File: config.mk
export PLATFORM = sky130hd
export DESIGN_NAME = dam_decode
export DESIGN_NICKNAME = d
export VERILOG_FILES = /design/src/shared/dam_pkg.sv /design/src/hw/dam_decode.sv /design/src/hw/dam_pointer.sv
export VERILOG_INCLUDE_DIRS = /design/src /design/src/shared
export SDC_FILE = /design/constraint.sdc
export NUM_CORES = 1
export LEC_CHECK = 0
export ABC_AREA = 1
export BUFFER_PORTS_ARGS = -buffer_cell sky130_fd_sc_hd__buf_2
export CORE_MARGIN = 1.5
export CORE_UTILIZATION = 55
export DETAILED_ROUTE_END_ITERATION = 10
export GPL_ROUTABILITY_DRIVEN = 0
export PLACE_DENSITY = 0.79
export SETUP_SLACK_MARGIN = 0.4
export SLEW_MARGIN = 20
export SYNTH_ARGS = -nofsm -noshare
export SYNTH_HDL_FRONTEND = slang
export SYNTH_HIERARCHICAL = 1
export SYNTH_SLANG_ARGS = --single-unit
File: constraint.sdc
create_clock -name core_clk -period 3.2 [get_ports core_clk]
set_input_delay 0.16 -clock core_clk [delete_from_list [all_inputs] [get_ports core_clk]]
set_output_delay 0.16 -clock core_clk [all_outputs]
set_load 0.05 [all_outputs]
File: src/shared/dam_params.svh
/*
  constants for the data address mode decoder: field positions, access bank
  layout, indirect operand placement and pointer register placement.
  assumes it is included by bare name from design files after the package.
*/
`ifndef DAM_PARAMS_SVH
`define DAM_PARAMS_SVH

// data address width and opcode field positions
`define DAM_ADDR_W        12
`define DAM_A_BIT         8
`define DAM_D_BIT         9
// access bank split: below goes to low ram, at or above to the sfr bank
`define DAM_ACCESS_SPLIT  8'h60
`define DAM_SFR_BANK      4'hF
`define DAM_LOW_BANK      4'h0
// base address of each pointer's five indirect operand addresses
`define DAM_IND_BASE0     12'hFE0
`define DAM_IND_BASE1     12'hFD8
`define DAM_IND_BASE2     12'hFD0
`define DAM_IND_SPAN      12'h004
// pointer low and high bytes sit just above the operand addresses
`define DAM_PTR_LO_OFS    12'h005
`define DAM_PTR_HI_OFS    12'h006

`endif

File: src/shared/dam_pkg.sv
/*
  types for the data address mode decoder: instruction kinds handed over by
  the core's main decoder, the resolved addressing mode and indirect operations.
  assumes nothing beyond a systemverilog compiler.
*/
package dam_pkg;

  // instruction class, classified by the core's main opcode decoder
  typedef enum logic [3:0]
  {
    DAM_KIND_INHERENT,   // no operand at all
    DAM_KIND_LITERAL,    // 8-bit constant in the low byte
    DAM_KIND_BYTE_D,     // byte op with destination bit
    DAM_KIND_BYTE_F,     // byte op, result implicitly to the file register
    DAM_KIND_BYTE_W,     // byte op, result implicitly to working register
    DAM_KIND_BIT,        // bit op, acts on the file register
    DAM_KIND_FULL_MOVE,  // two complete 12-bit addresses
    DAM_KIND_CALL_JUMP,  // 20-bit program target
    DAM_KIND_LOAD_PTR    // load a 12-bit constant into a pointer
  } dam_kind_type;

  // addressing mode actually used for the data access
  typedef enum logic [2:0]
  {
    DAM_MODE_INHERENT,
    DAM_MODE_LITERAL,
    DAM_MODE_DIRECT,
    DAM_MODE_INDIRECT,
    DAM_MODE_INDEXED
  } dam_mode_type;

  // operand flavour, in order of offset from the pointer's operand base
  typedef enum logic [2:0]
  {
    DAM_OPR_PLAIN,
    DAM_OPR_POSTDEC,
    DAM_OPR_POSTINC,
    DAM_OPR_PREINC,
    DAM_OPR_PLUSW
  } dam_opr_type;

endpackage : dam_pkg

File: src/hw/dam_decode.sv
/*
  data address mode decoder: turns a classified instruction into a data
  address, a mode, a destination choice, a literal and a program target;
  holds the three file select pointers and serves their sfr bytes.
  assumes the core classifies opcodes into dam_kind_type, holds the bank
  select register and working register itself, and presents one instruction
  per instr_valid pulse; results appear one cycle later.
*/
`timescale 1ns/10ps
`include "dam_params.svh"

module dam_decode
#(
  parameter logic [7:0] ACCESS_SPLIT = `DAM_ACCESS_SPLIT
)
(
  input  logic                   core_clk,
  input  logic                   reset_n,
  input  logic                   ext_instr_enable,
  input  logic                   instr_valid,
  input  dam_pkg::dam_kind_type  instr_kind,
  input  logic [15:0]            instr_word,
  input  logic [15:0]            instr_word2,
  input  logic [3:0]             bank_select_register,
  input  logic [7:0]             working_reg,
  input  logic                   sfr_wr_en,
  input  logic [11:0]            sfr_wr_addr,
  input  logic [7:0]             sfr_wr_data,
  input  logic [11:0]            sfr_rd_addr,
  output logic                   out_valid_q,
  output dam_pkg::dam_mode_type  mode_q,
  output logic                   addr_valid_q,
  output logic [11:0]            data_addr_q,
  output logic [11:0]            data_addr2_q,
  output logic                   dest_file_q,
  output logic                   dest_working_q,
  output logic [7:0]             literal_q,
  output logic                   prog_target_valid_q,
  output logic [19:0]            prog_target_q,
  output logic [7:0]             sfr_rd_data_q,
  output logic                   sfr_rd_hit_q,
  output logic [11:0]            pointer0_q,
  output logic [11:0]            pointer1_q,
  output logic [11:0]            pointer2_q
);
  import dam_pkg::*;

  localparam logic [11:0] IND_BASE [3] = '{`DAM_IND_BASE0, `DAM_IND_BASE1, `DAM_IND_BASE2};

  logic [7:0]   lit8;          // low opcode byte
  logic         a_bit;         // access select
  logic         d_bit;         // destination select
  logic         is_dir;        // byte or bit oriented kind
  logic         low_half;      // byte falls below the access split
  logic [11:0]  banked_addr;   // bank joined with byte
  logic [11:0]  access_addr;   // fixed access bank location
  logic [11:0]  dir_addr;      // direct address before indirection
  logic         indexed;       // literal offset mode taken
  logic [11:0]  indexed_addr;  // pointer2 plus literal
  logic [11:0]  ptr_val [3];   // pointer values
  logic [11:0]  ptr_eff [3];   // address each pointer would reach
  logic [2:0]   hit;           // direct address names an indirect operand
  logic [2:0]   rd_hit;        // sfr read hits a pointer byte
  logic [7:0]   rd_part [3];   // per pointer read data
  dam_opr_type  opr [3];       // operand flavour per pointer
  logic         any_hit;       // indirect access taken
  logic [11:0]  ind_addr;      // address reached indirectly
  logic [11:0]  eff_addr;      // final first address
  dam_mode_type mode_d;        // resolved mode
  logic         dest_file_d;   // result to file register
  logic         dest_work_d;   // result to working register
  logic         load_ptr;      // pointer load instruction
  logic [1:0]   load_sel;      // which pointer to load
  logic [11:0]  load_val;      // constant to load

  // operand fields: the low byte is the 8-bit file address
  assign lit8  = instr_word[7:0];
  assign a_bit = instr_word[`DAM_A_BIT];
  assign d_bit = instr_word[`DAM_D_BIT];
  assign is_dir = (instr_kind == DAM_KIND_BYTE_D) || (instr_kind == DAM_KIND_BYTE_F) ||
                  (instr_kind == DAM_KIND_BYTE_W) || (instr_kind == DAM_KIND_BIT);

  // direct address: banked or forced into the access bank
  assign low_half    = lit8 < ACCESS_SPLIT;
  assign banked_addr = {bank_select_register, lit8};
  assign access_addr = low_half ? {`DAM_LOW_BANK, lit8} : {`DAM_SFR_BANK, lit8};
  assign dir_addr    = a_bit ? banked_addr : access_addr;

  // literal offset form replaces the low access half when enabled
  assign indexed      = is_dir && ext_instr_enable && !a_bit && low_half;
  assign indexed_addr = ptr_val[2] + {4'h0, lit8};

  // pointer load: pointer number and high nibble in word one, low byte in word two
  assign load_ptr = instr_valid && (instr_kind == DAM_KIND_LOAD_PTR);
  assign load_sel = instr_word[5:4];
  assign load_val = {instr_word[3:0], instr_word2[7:0]};

  // one pointer unit per file select pointer
  genvar gi;
  generate
    for (gi = 0; gi < 3; gi++)
    begin : g_ptr
      logic [11:0] diff;  // distance from this pointer's operand base
      assign diff       = dir_addr - IND_BASE[gi];
      assign hit[gi]    = is_dir && !indexed && (dir_addr >= IND_BASE[gi]) &&
                          (diff <= `DAM_IND_SPAN);
      assign opr[gi]    = dam_opr_type'(diff[2:0]);
      assign rd_hit[gi] = (sfr_rd_addr == IND_BASE[gi] + `DAM_PTR_LO_OFS) ||
                          (sfr_rd_addr == IND_BASE[gi] + `DAM_PTR_HI_OFS);
      assign rd_part[gi] = (sfr_rd_addr == IND_BASE[gi] + `DAM_PTR_LO_OFS) ? ptr_val[gi][7:0] :
                           (sfr_rd_addr == IND_BASE[gi] + `DAM_PTR_HI_OFS) ?
                           {4'h0, ptr_val[gi][11:8]} : 8'h00;
      dam_pointer
      #(
        .LO_ADDR (IND_BASE[gi] + `DAM_PTR_LO_OFS),
        .HI_ADDR (IND_BASE[gi] + `DAM_PTR_HI_OFS)
      )
      u_ptr
      (
        .core_clk    (core_clk),
        .reset_n     (reset_n),
        .sfr_wr_en   (sfr_wr_en),
        .sfr_wr_addr (sfr_wr_addr),
        .sfr_wr_data (sfr_wr_data),
        .load_en     (load_ptr && (load_sel == 2'(gi))),
        .load_val    (load_val),
        .upd_en      (instr_valid && hit[gi]),
        .upd_op      (hit[gi] ? opr[gi] : DAM_OPR_PLAIN),
        .offset_w    (working_reg),
        .ptr_q       (ptr_val[gi]),
        .eff_addr    (ptr_eff[gi])
      );
    end
  endgenerate

  // indirect resolution; lowest pointer first, ranges never overlap anyway
  assign any_hit  = |hit;
  assign ind_addr = hit[0] ? ptr_eff[0] : hit[1] ? ptr_eff[1] : ptr_eff[2];
  assign eff_addr = (instr_kind == DAM_KIND_FULL_MOVE) ? instr_word[11:0] :
                    indexed ? indexed_addr :
                    any_hit ? ind_addr : dir_addr;

  // exactly one mode per instruction; a file op reaches at most three of them
  assign mode_d = (instr_kind == DAM_KIND_INHERENT)  ? DAM_MODE_INHERENT :
                  (instr_kind == DAM_KIND_LITERAL ||
                   instr_kind == DAM_KIND_CALL_JUMP ||
                   instr_kind == DAM_KIND_LOAD_PTR)  ? DAM_MODE_LITERAL :
                  indexed ? DAM_MODE_INDEXED :
                  any_hit ? DAM_MODE_INDIRECT : DAM_MODE_DIRECT;

  // destination: explicit bit, else fixed by the kind
  assign dest_file_d = (instr_kind == DAM_KIND_BYTE_D) ? d_bit :
                       (instr_kind == DAM_KIND_BYTE_F) || (instr_kind == DAM_KIND_BIT);
  assign dest_work_d = (instr_kind == DAM_KIND_BYTE_D) ? !d_bit :
                       (instr_kind == DAM_KIND_BYTE_W) ||
                       (instr_kind == DAM_KIND_LITERAL);

  // result registers: strobes every cycle, the rest only for a presented instruction
  always_ff @(posedge core_clk or negedge reset_n)
  begin
    if (!reset_n)
    begin
      out_valid_q         <= 1'b0;
      mode_q              <= DAM_MODE_INHERENT;
      addr_valid_q        <= 1'b0;
      data_addr_q         <= 12'h000;
      data_addr2_q        <= 12'h000;
      dest_file_q         <= 1'b0;
      dest_working_q      <= 1'b0;
      literal_q           <= 8'h00;
      prog_target_valid_q <= 1'b0;
      prog_target_q       <= 20'h0_0000;
    end
    else
    begin
      out_valid_q         <= instr_valid;
      prog_target_valid_q <= instr_valid && (instr_kind == DAM_KIND_CALL_JUMP);
      if (instr_valid)
      begin
        mode_q         <= mode_d;
        addr_valid_q   <= is_dir || (instr_kind == DAM_KIND_FULL_MOVE);
        data_addr_q    <= eff_addr;
        data_addr2_q   <= instr_word2[11:0];
        dest_file_q    <= dest_file_d;
        dest_working_q <= dest_work_d;
        literal_q      <= lit8;
        prog_target_q  <= {instr_word2[11:0], instr_word[7:0]};
      end
    end
  end

  // registered sfr read of the pointer bytes
  always_ff @(posedge core_clk or negedge reset_n)
  begin
    if (!reset_n)
    begin
      sfr_rd_data_q <= 8'h00;
      sfr_rd_hit_q  <= 1'b0;
    end
    else
    begin
      sfr_rd_data_q <= rd_part[0] | rd_part[1] | rd_part[2];
      sfr_rd_hit_q  <= |rd_hit;
    end
  end

  assign pointer0_q = ptr_val[0];
  assign pointer1_q = ptr_val[1];
  assign pointer2_q = ptr_val[2];
endmodule : dam_decode

File: src/hw/dam_pointer.sv
/*
  one file select pointer: a 12-bit register reachable as two sfr bytes,
  loadable by the pointer load instruction and updated by indirect accesses.
  assumes writes arrive synchronous to core_clk and at most one access a cycle.
*/
`timescale 1ns/10ps

module dam_pointer
#(
  parameter logic [11:0] LO_ADDR = 12'hFE5,
  parameter logic [11:0] HI_ADDR = 12'hFE6
)
(
  input  logic                  core_clk,
  input  logic                  reset_n,
  input  logic                  sfr_wr_en,
  input  logic [11:0]           sfr_wr_addr,
  input  logic [7:0]            sfr_wr_data,
  input  logic                  load_en,
  input  logic [11:0]           load_val,
  input  logic                  upd_en,
  input  dam_pkg::dam_opr_type  upd_op,
  input  logic [7:0]            offset_w,
  output logic [11:0]           ptr_q,
  output logic [11:0]           eff_addr
);
  import dam_pkg::*;

  logic [11:0] ptr_d;       // next pointer value
  logic [11:0] ptr_inc;     // pointer plus one
  logic [11:0] ptr_dec;     // pointer minus one
  logic [11:0] ptr_plusw;   // pointer plus signed working register
  logic        wr_lo;       // sfr write to low byte
  logic        wr_hi;       // sfr write to high nibble
  logic [11:0] upd_val;     // value after the indirect side effect

  assign ptr_inc   = ptr_q + 12'h001;
  assign ptr_dec   = ptr_q - 12'h001;
  assign ptr_plusw = ptr_q + {{4{offset_w[7]}}, offset_w};
  assign wr_lo     = sfr_wr_en && (sfr_wr_addr == LO_ADDR);
  assign wr_hi     = sfr_wr_en && (sfr_wr_addr == HI_ADDR);

  // the address reached: pre-increment and offset forms look ahead
  assign eff_addr = (upd_op == DAM_OPR_PREINC) ? ptr_inc :
                    (upd_op == DAM_OPR_PLUSW)  ? ptr_plusw : ptr_q;

  // side effect of the access; offset form leaves the pointer alone
  assign upd_val = (upd_op == DAM_OPR_POSTINC ||
                    upd_op == DAM_OPR_PREINC)  ? ptr_inc :
                   (upd_op == DAM_OPR_POSTDEC) ? ptr_dec : ptr_q;

  // a direct sfr write beats the automatic update: software intent wins
  assign ptr_d = wr_lo   ? {ptr_q[11:8], sfr_wr_data} :
                 wr_hi   ? {sfr_wr_data[3:0], ptr_q[7:0]} :
                 load_en ? load_val :
                 upd_en  ? upd_val : ptr_q;

  // pointer register
  always_ff @(posedge core_clk or negedge reset_n)
  begin
    if (!reset_n)
      ptr_q <= 12'h000;
    else
      ptr_q <= ptr_d;
  end

endmodule : dam_pointer

Word-level counts from Yosys, hierarchy flattened
Index checks and enable logic that the tools add are counted.

storage, ports and cells
  register bits after elaboration = 105
  latch bits = 0
  memory bits (writable) = 0
  bits in read-only memories = 0
  output and inout bits = 105
  memories kept = 0

cells by class
  add/subtract/negate cells = 13
  $mul = 0
  div/mod/pow operators = 0
  $lt $le $gt $ge = 7
  equality and inequality tests = 37
  shifts and indexed selects = 0
  multiplexer cells = 46
  bitwise logic cells = 5
  reductions and logical operators = 63

operators with widths
  cell                      count
  $mux W12                  28
  $eq A12 B12 Y1 const B    12
  $mux W8                   6
  $add A12 B1 Y12 const B   3
  $add A12 B12 Y12          3
  $ge A12 B12 Y1 const B    3
  $le A12 B3 Y1 const B     3
  $sub A12 B1 Y12 const B   3
  $sub A12 B12 Y12 const B  3
  $logic_and A1 B1 Y1       24
  $reduce_bool A4 Y1        6
  $eq A3 B2 Y1 const B      6
  $mux W3                   6
  $reduce_and A3 Y1         6
  $reduce_bool A3 Y1        6
  $eq A4 B3 Y1 const B      4
  $or A8 B8 Y8              2
  $logic_or A1 B1 Y1        14
  $add A12 B8 Y12           1
  $mux W4                   3
  $eq A3 B1 Y1 const B      3
  $eq A3 B3 Y1 const B      3
  $eq A4 B2 Y1 const B      2
  $lt A8 B7 Y1 const B      1
  other kinds (11)          20

Longest topological paths before layout
  depth in word-level cells = 20
  mapped depth = 31
  depth with buffers taken out = 29

Hierarchy
The synthesis kept the hierarchy.

by module, submodules not included
  module                         times used  cells an instance  area each (sq um)
  dam_decode                     1           571                3791.1
  dam_pointer at g_ptr[1].u_ptr  1           390                2272.2
  dam_pointer at g_ptr[2].u_ptr  1           378                2189.6
  dam_pointer at g_ptr[0].u_ptr  1           388                2187.1

Worst setup path before layout
OpenSTA, ideal clock, no wires.

  kind = input to register
  from = input instr_word[5]
  to = register data_addr_q[4]
  arrival = 2.619 ns
  required time = 3.082 ns
  path slack = 0.463 ns
  stages on the path = 31
  path buffers = 2
  cells stage by stage = inv_2 ha_1 nand2_1 nand2_1 nand2_1 nand2_1 inv_1 nor2_1 nand2_2 nor2_4 nand2_4 buf_6 nor2_1 inv_1 nor2_2 inv_1 nor2_1 inv_1 clkbuf_1 nand3_1 o211ai_1 inv_1 nand3_1 nand2_1 nand2_1 nand2_1 nand2_1 nand2_1 nand2_1 nand2_1 nand2_1

RTL lines
  element               line               source
  from (decl)           dam_decode.sv:22   input logic [15:0] instr_word,
  to (signal assigned)  dam_decode.sv:182  data_addr_q <= eff_addr;
  to (decl)             dam_decode.sv:33   output logic [11:0] data_addr_q,

==> metrics.md <==
| Metric | Value |
|---|---|
| Total gr overflow | `0` |
| Sequential area share after synthesis | `20.4%` |
| Total Neg Setup Slack | `0 ns` |
| DRT antenna net count | `0` |
| Post-synthesis area per instance | `about 6 sq um` |
| Period minus WS final | `2.62 ns` |
| Clock transition at path regs | `around 0.070 ns` |
| Buffer depth of the longest clock path | `2` |
| Req. time, crit path | `approximately 3.5 ns` |
| Die ar. | `19,800 sq um` |
| Max-slew violations | `0` |
| Hpwl dp | `29.2 mm` |
| Worst path arrival time | `between 2 and 3 ns` |
| Rows | `50` |
| Syn. warnings | `6` |
| Worst hold path depth | `3` |
| Crit. End Element | `flop` |
| Antenna cells | `0` |
| Num CTS Buffers | `9` |
| Failing checks | `hold timing` |
| R2R Setup Slk | `about 0.58 ns` |
| Worst Tran Pin Value | `approximately 0.91 ns` |
| Hold Crit Class | `input pin to flop` |
| H-Tree Depth | `3` |
| Top FF cell, synth | `dfrtp_1` |
| Worst clock skew | `between 0.01 and 0.015 ns` |
| Post-DR vias/cell | `around 6` |
| Clock root buffer | `clkbuf_16` |
| Final period util | `82.0%` |
| Non-filler cells, final | `approximately 2,200` |
| Status | `finished with violations` |
| Synth cell count leaders | `517 x nand2_1, 200 x inv_1, 188 x nor2_1, 182 x nand3_1, 85 x dfrtp_1` |
| GRT Util Overall | `between 30 and 40%` |
| Core Area | `18,600 sq um` |
| Worst skew pair latency | `around 0.37 ns` |
| Static leakage | `~6.7 nW` |
| Post-synth EDFFs | `0` |
| FF-to-FF path depth | `17` |
| Global-route wire length before repair | `58.6 mm` |
| WL/cell | `~17 um` |
| Final Hold Fails | `1` |
| TritonRoute pass-1 iters | `6` |
| WL final | `between 30 and 40 mm` |
| Share of flip-flops with an asynchronous set or reset | `100%` |
| RSZ-0062 raised after global routing | `true` |
| TritonCTS clock tree | `yes` |
| Num Clock Sinks | `85` |
| Biggest area consumer among synthesized cells | `dfrtp_1` |
| Nets | `approximately 2,100` |
| Hold_ws | `-0.00431 ns` |
| Via count | `12,700` |
| Synth Instances | `1,727` |
| Largest net degree at the start of global routing | `67` |
| Post-placement cell count | `roughly 2,100` |
| Fmax | `0.381 GHz` |
| Die Ht | `141 um` |
| Vias in the first global route | `roughly 11,000` |
| Ranking of synthesized cells by area | `dfrtp_1 20%, nand2_1 19%, nand3_1 8.7%, inv_1 7.2%, nor2_1 6.8%` |
| DRC | `0` |
| Synthesis-to-finish area growth | `16.2%` |
| IO buf count | `approximately 180` |
| Syn Nets | `approximately 1,900` |
| Initial antenna violation count | `0` |
| Setup CP Type | `flop to flop` |
| CP startpoint kind | `flop` |
| Peak VDD IR | `0.290 mV` |
| Worst slew margin relative to its limit | `around two fifths` |
| Top cell type's share of synthesized area | `between 20% and 30%` |
| Layout cells sized above 1 | `18.8%` |
| Filler instances | `around 1,800` |
| Pwr per Cell Area | `between 400 and 500 nW/um^2` |
| Crit path max fanout | `4` |
| Initial Util | `between 50% and 60%` |
| Most numerous cell in the Yosys netlist | `nand2_1` |
| Initial drt markers | `around 1,800` |
| Endpoints failing setup | `0` |
| Die Width | `141 um` |
| Synth unique cells | `53` |
| Mapped Area | `10,400 sq um` |
| IO Count | `between 150 and 200` |
| Synth Register Bits | `85` |
| Maximum capacitance violations | `0` |
-- metrics by stage --
step	total power [mW]	setup WS [ns]	util (%)	cell area, sq um	hold slack (ns)
6_report	4.99	0.575	65.1	12100	-0.00431
5_1_grt	5.25	0.372	65.1	12100	0.0161
4_1_cts	4.92	0.468	64.7	12100	0.00162
3_5_place_dp	3.80	0.263	62.9	11700	0.340
3_3_place_gp	3.76	0.324	62.9	11700	0.324
2_1_floorplan	3.09	0.463	-	10400	-0.136
-- path summary, 6_finish.rpt --
kind / start / to
setup / recovery: g_ptr[2].u_ptr/ptr_q[0] / data_addr_q[8]
hold / removal: instr_word2[9] / data_addr2_q[9]
setup reg to reg: g_ptr[2].u_ptr/ptr_q[0] / data_addr_q[8]
hold reg to reg: data_addr_q[8] / data_addr_q[8]
max in group asynchronous: reset_n / g_ptr[2].u_ptr/ptr_q[1]
min in group asynchronous: reset_n / dest_file_q
-- report_power, final --
| group | internal [mW] | leakage, nW | switching [mW] | total (mW) |
|---|---|---|---|---|
| logic | 0.753 | 5.47 | 1.78 | 2.54 |
| registers | 1.18 | 1.06 | 0.146 | 1.33 |
| clock network | 0.616 | 0.148 | 0.502 | 1.12 |
| total | 2.55 | 6.67 | 2.43 | 4.99 |
-- cells in the final DEF (no fill, tap or decap), drive strengths merged, types with 4 or more instances in the layout --
cell type    n
a21o         9
a21oi       82
a31oi        7
a32oi        4
buf        255
clkbuf      10
dfrtp       85
fa           4
ha          50
inv        220
nand2      531
nand3      189
nand4       27
nor2       217
nor3        18
o211ai      37
o21ai       97
o21bai       4
o221ai       8
o22ai        6
or2          5
xnor2        9
xor2        36
-- layout make-up --
cell class              instances  area (sq um)  share of cell area, %
well taps                     234           293                   2.41
repair buffers                259          1510                   12.4
clock buffers                   9           225                   1.86
inverters                     218           828                   6.83
flip-flops and latches         85          2130                   17.6
multi-input cells            1354          7070                   58.3
clock inverters                 7          80.1                  0.660
-- flip-flops by register name, indices dropped and copies added, names as in the netlist --
register / cells
sfr_rd_hit_q: 1
data_addr2_q: 12
literal_q: 7
data_addr_q: 12
out_valid_q: 1
dest_working_q: 1
addr_valid_q: 1
mode_q: 3
prog_target_q: 1
dest_file_q: 1
sfr_rd_data_q: 8
g_ptr.u_ptr/ptr_q: 36
prog_target_valid_q: 1
-- critical path: stages (launching register included) --
cell and delay [ns]:
dfrtp_1 0.39, ha_1 0.19, inv_1 0.06, fa_1 0.37, inv_1 0.12, nand3_1 0.07
nand2_1 0.12, nand3_1 0.08, nand2_1 0.09, xor2_1 0.06, o21ai_0 0.15, nand2_1 0.16
o21ai_0 0.21, nor2_1 0.05, o21ai_1 0.08, nand4_1 0.15, nand2_1 0.11, nand2_1 0.05
-- metal layers --
layer	GRT usage [%]	share of wire, %	vias up
met1	48.4	39	5691
li1	-	-	6027
met3	8.32	11	185
met4	23.0	6.7	0
met2	57.9	43	800
met5	0	0	-
-- what timing repair did --
action / CTS / global route
endpoints found under the hold margin: 66 / 0
gates resized for setup: 0 / 14
buffers inserted: 0 / 5
setup endpoints to repair: 0 / 12
hold buffers: 3 / 0
-- logic make-up (layout without fill, tap and decap cells) --
family          Yosys count  after routing  share of synthesized area, %
flops                    85             85                          20.4
compound gates          263            263                          15.3
buf+inv                 288            493                          12.1
fa+ha+maj                54             54                          6.76
xor+xnor                 45             45                          3.78
simple gates            992            992                          41.8
(Power assumes the default switching activity.)
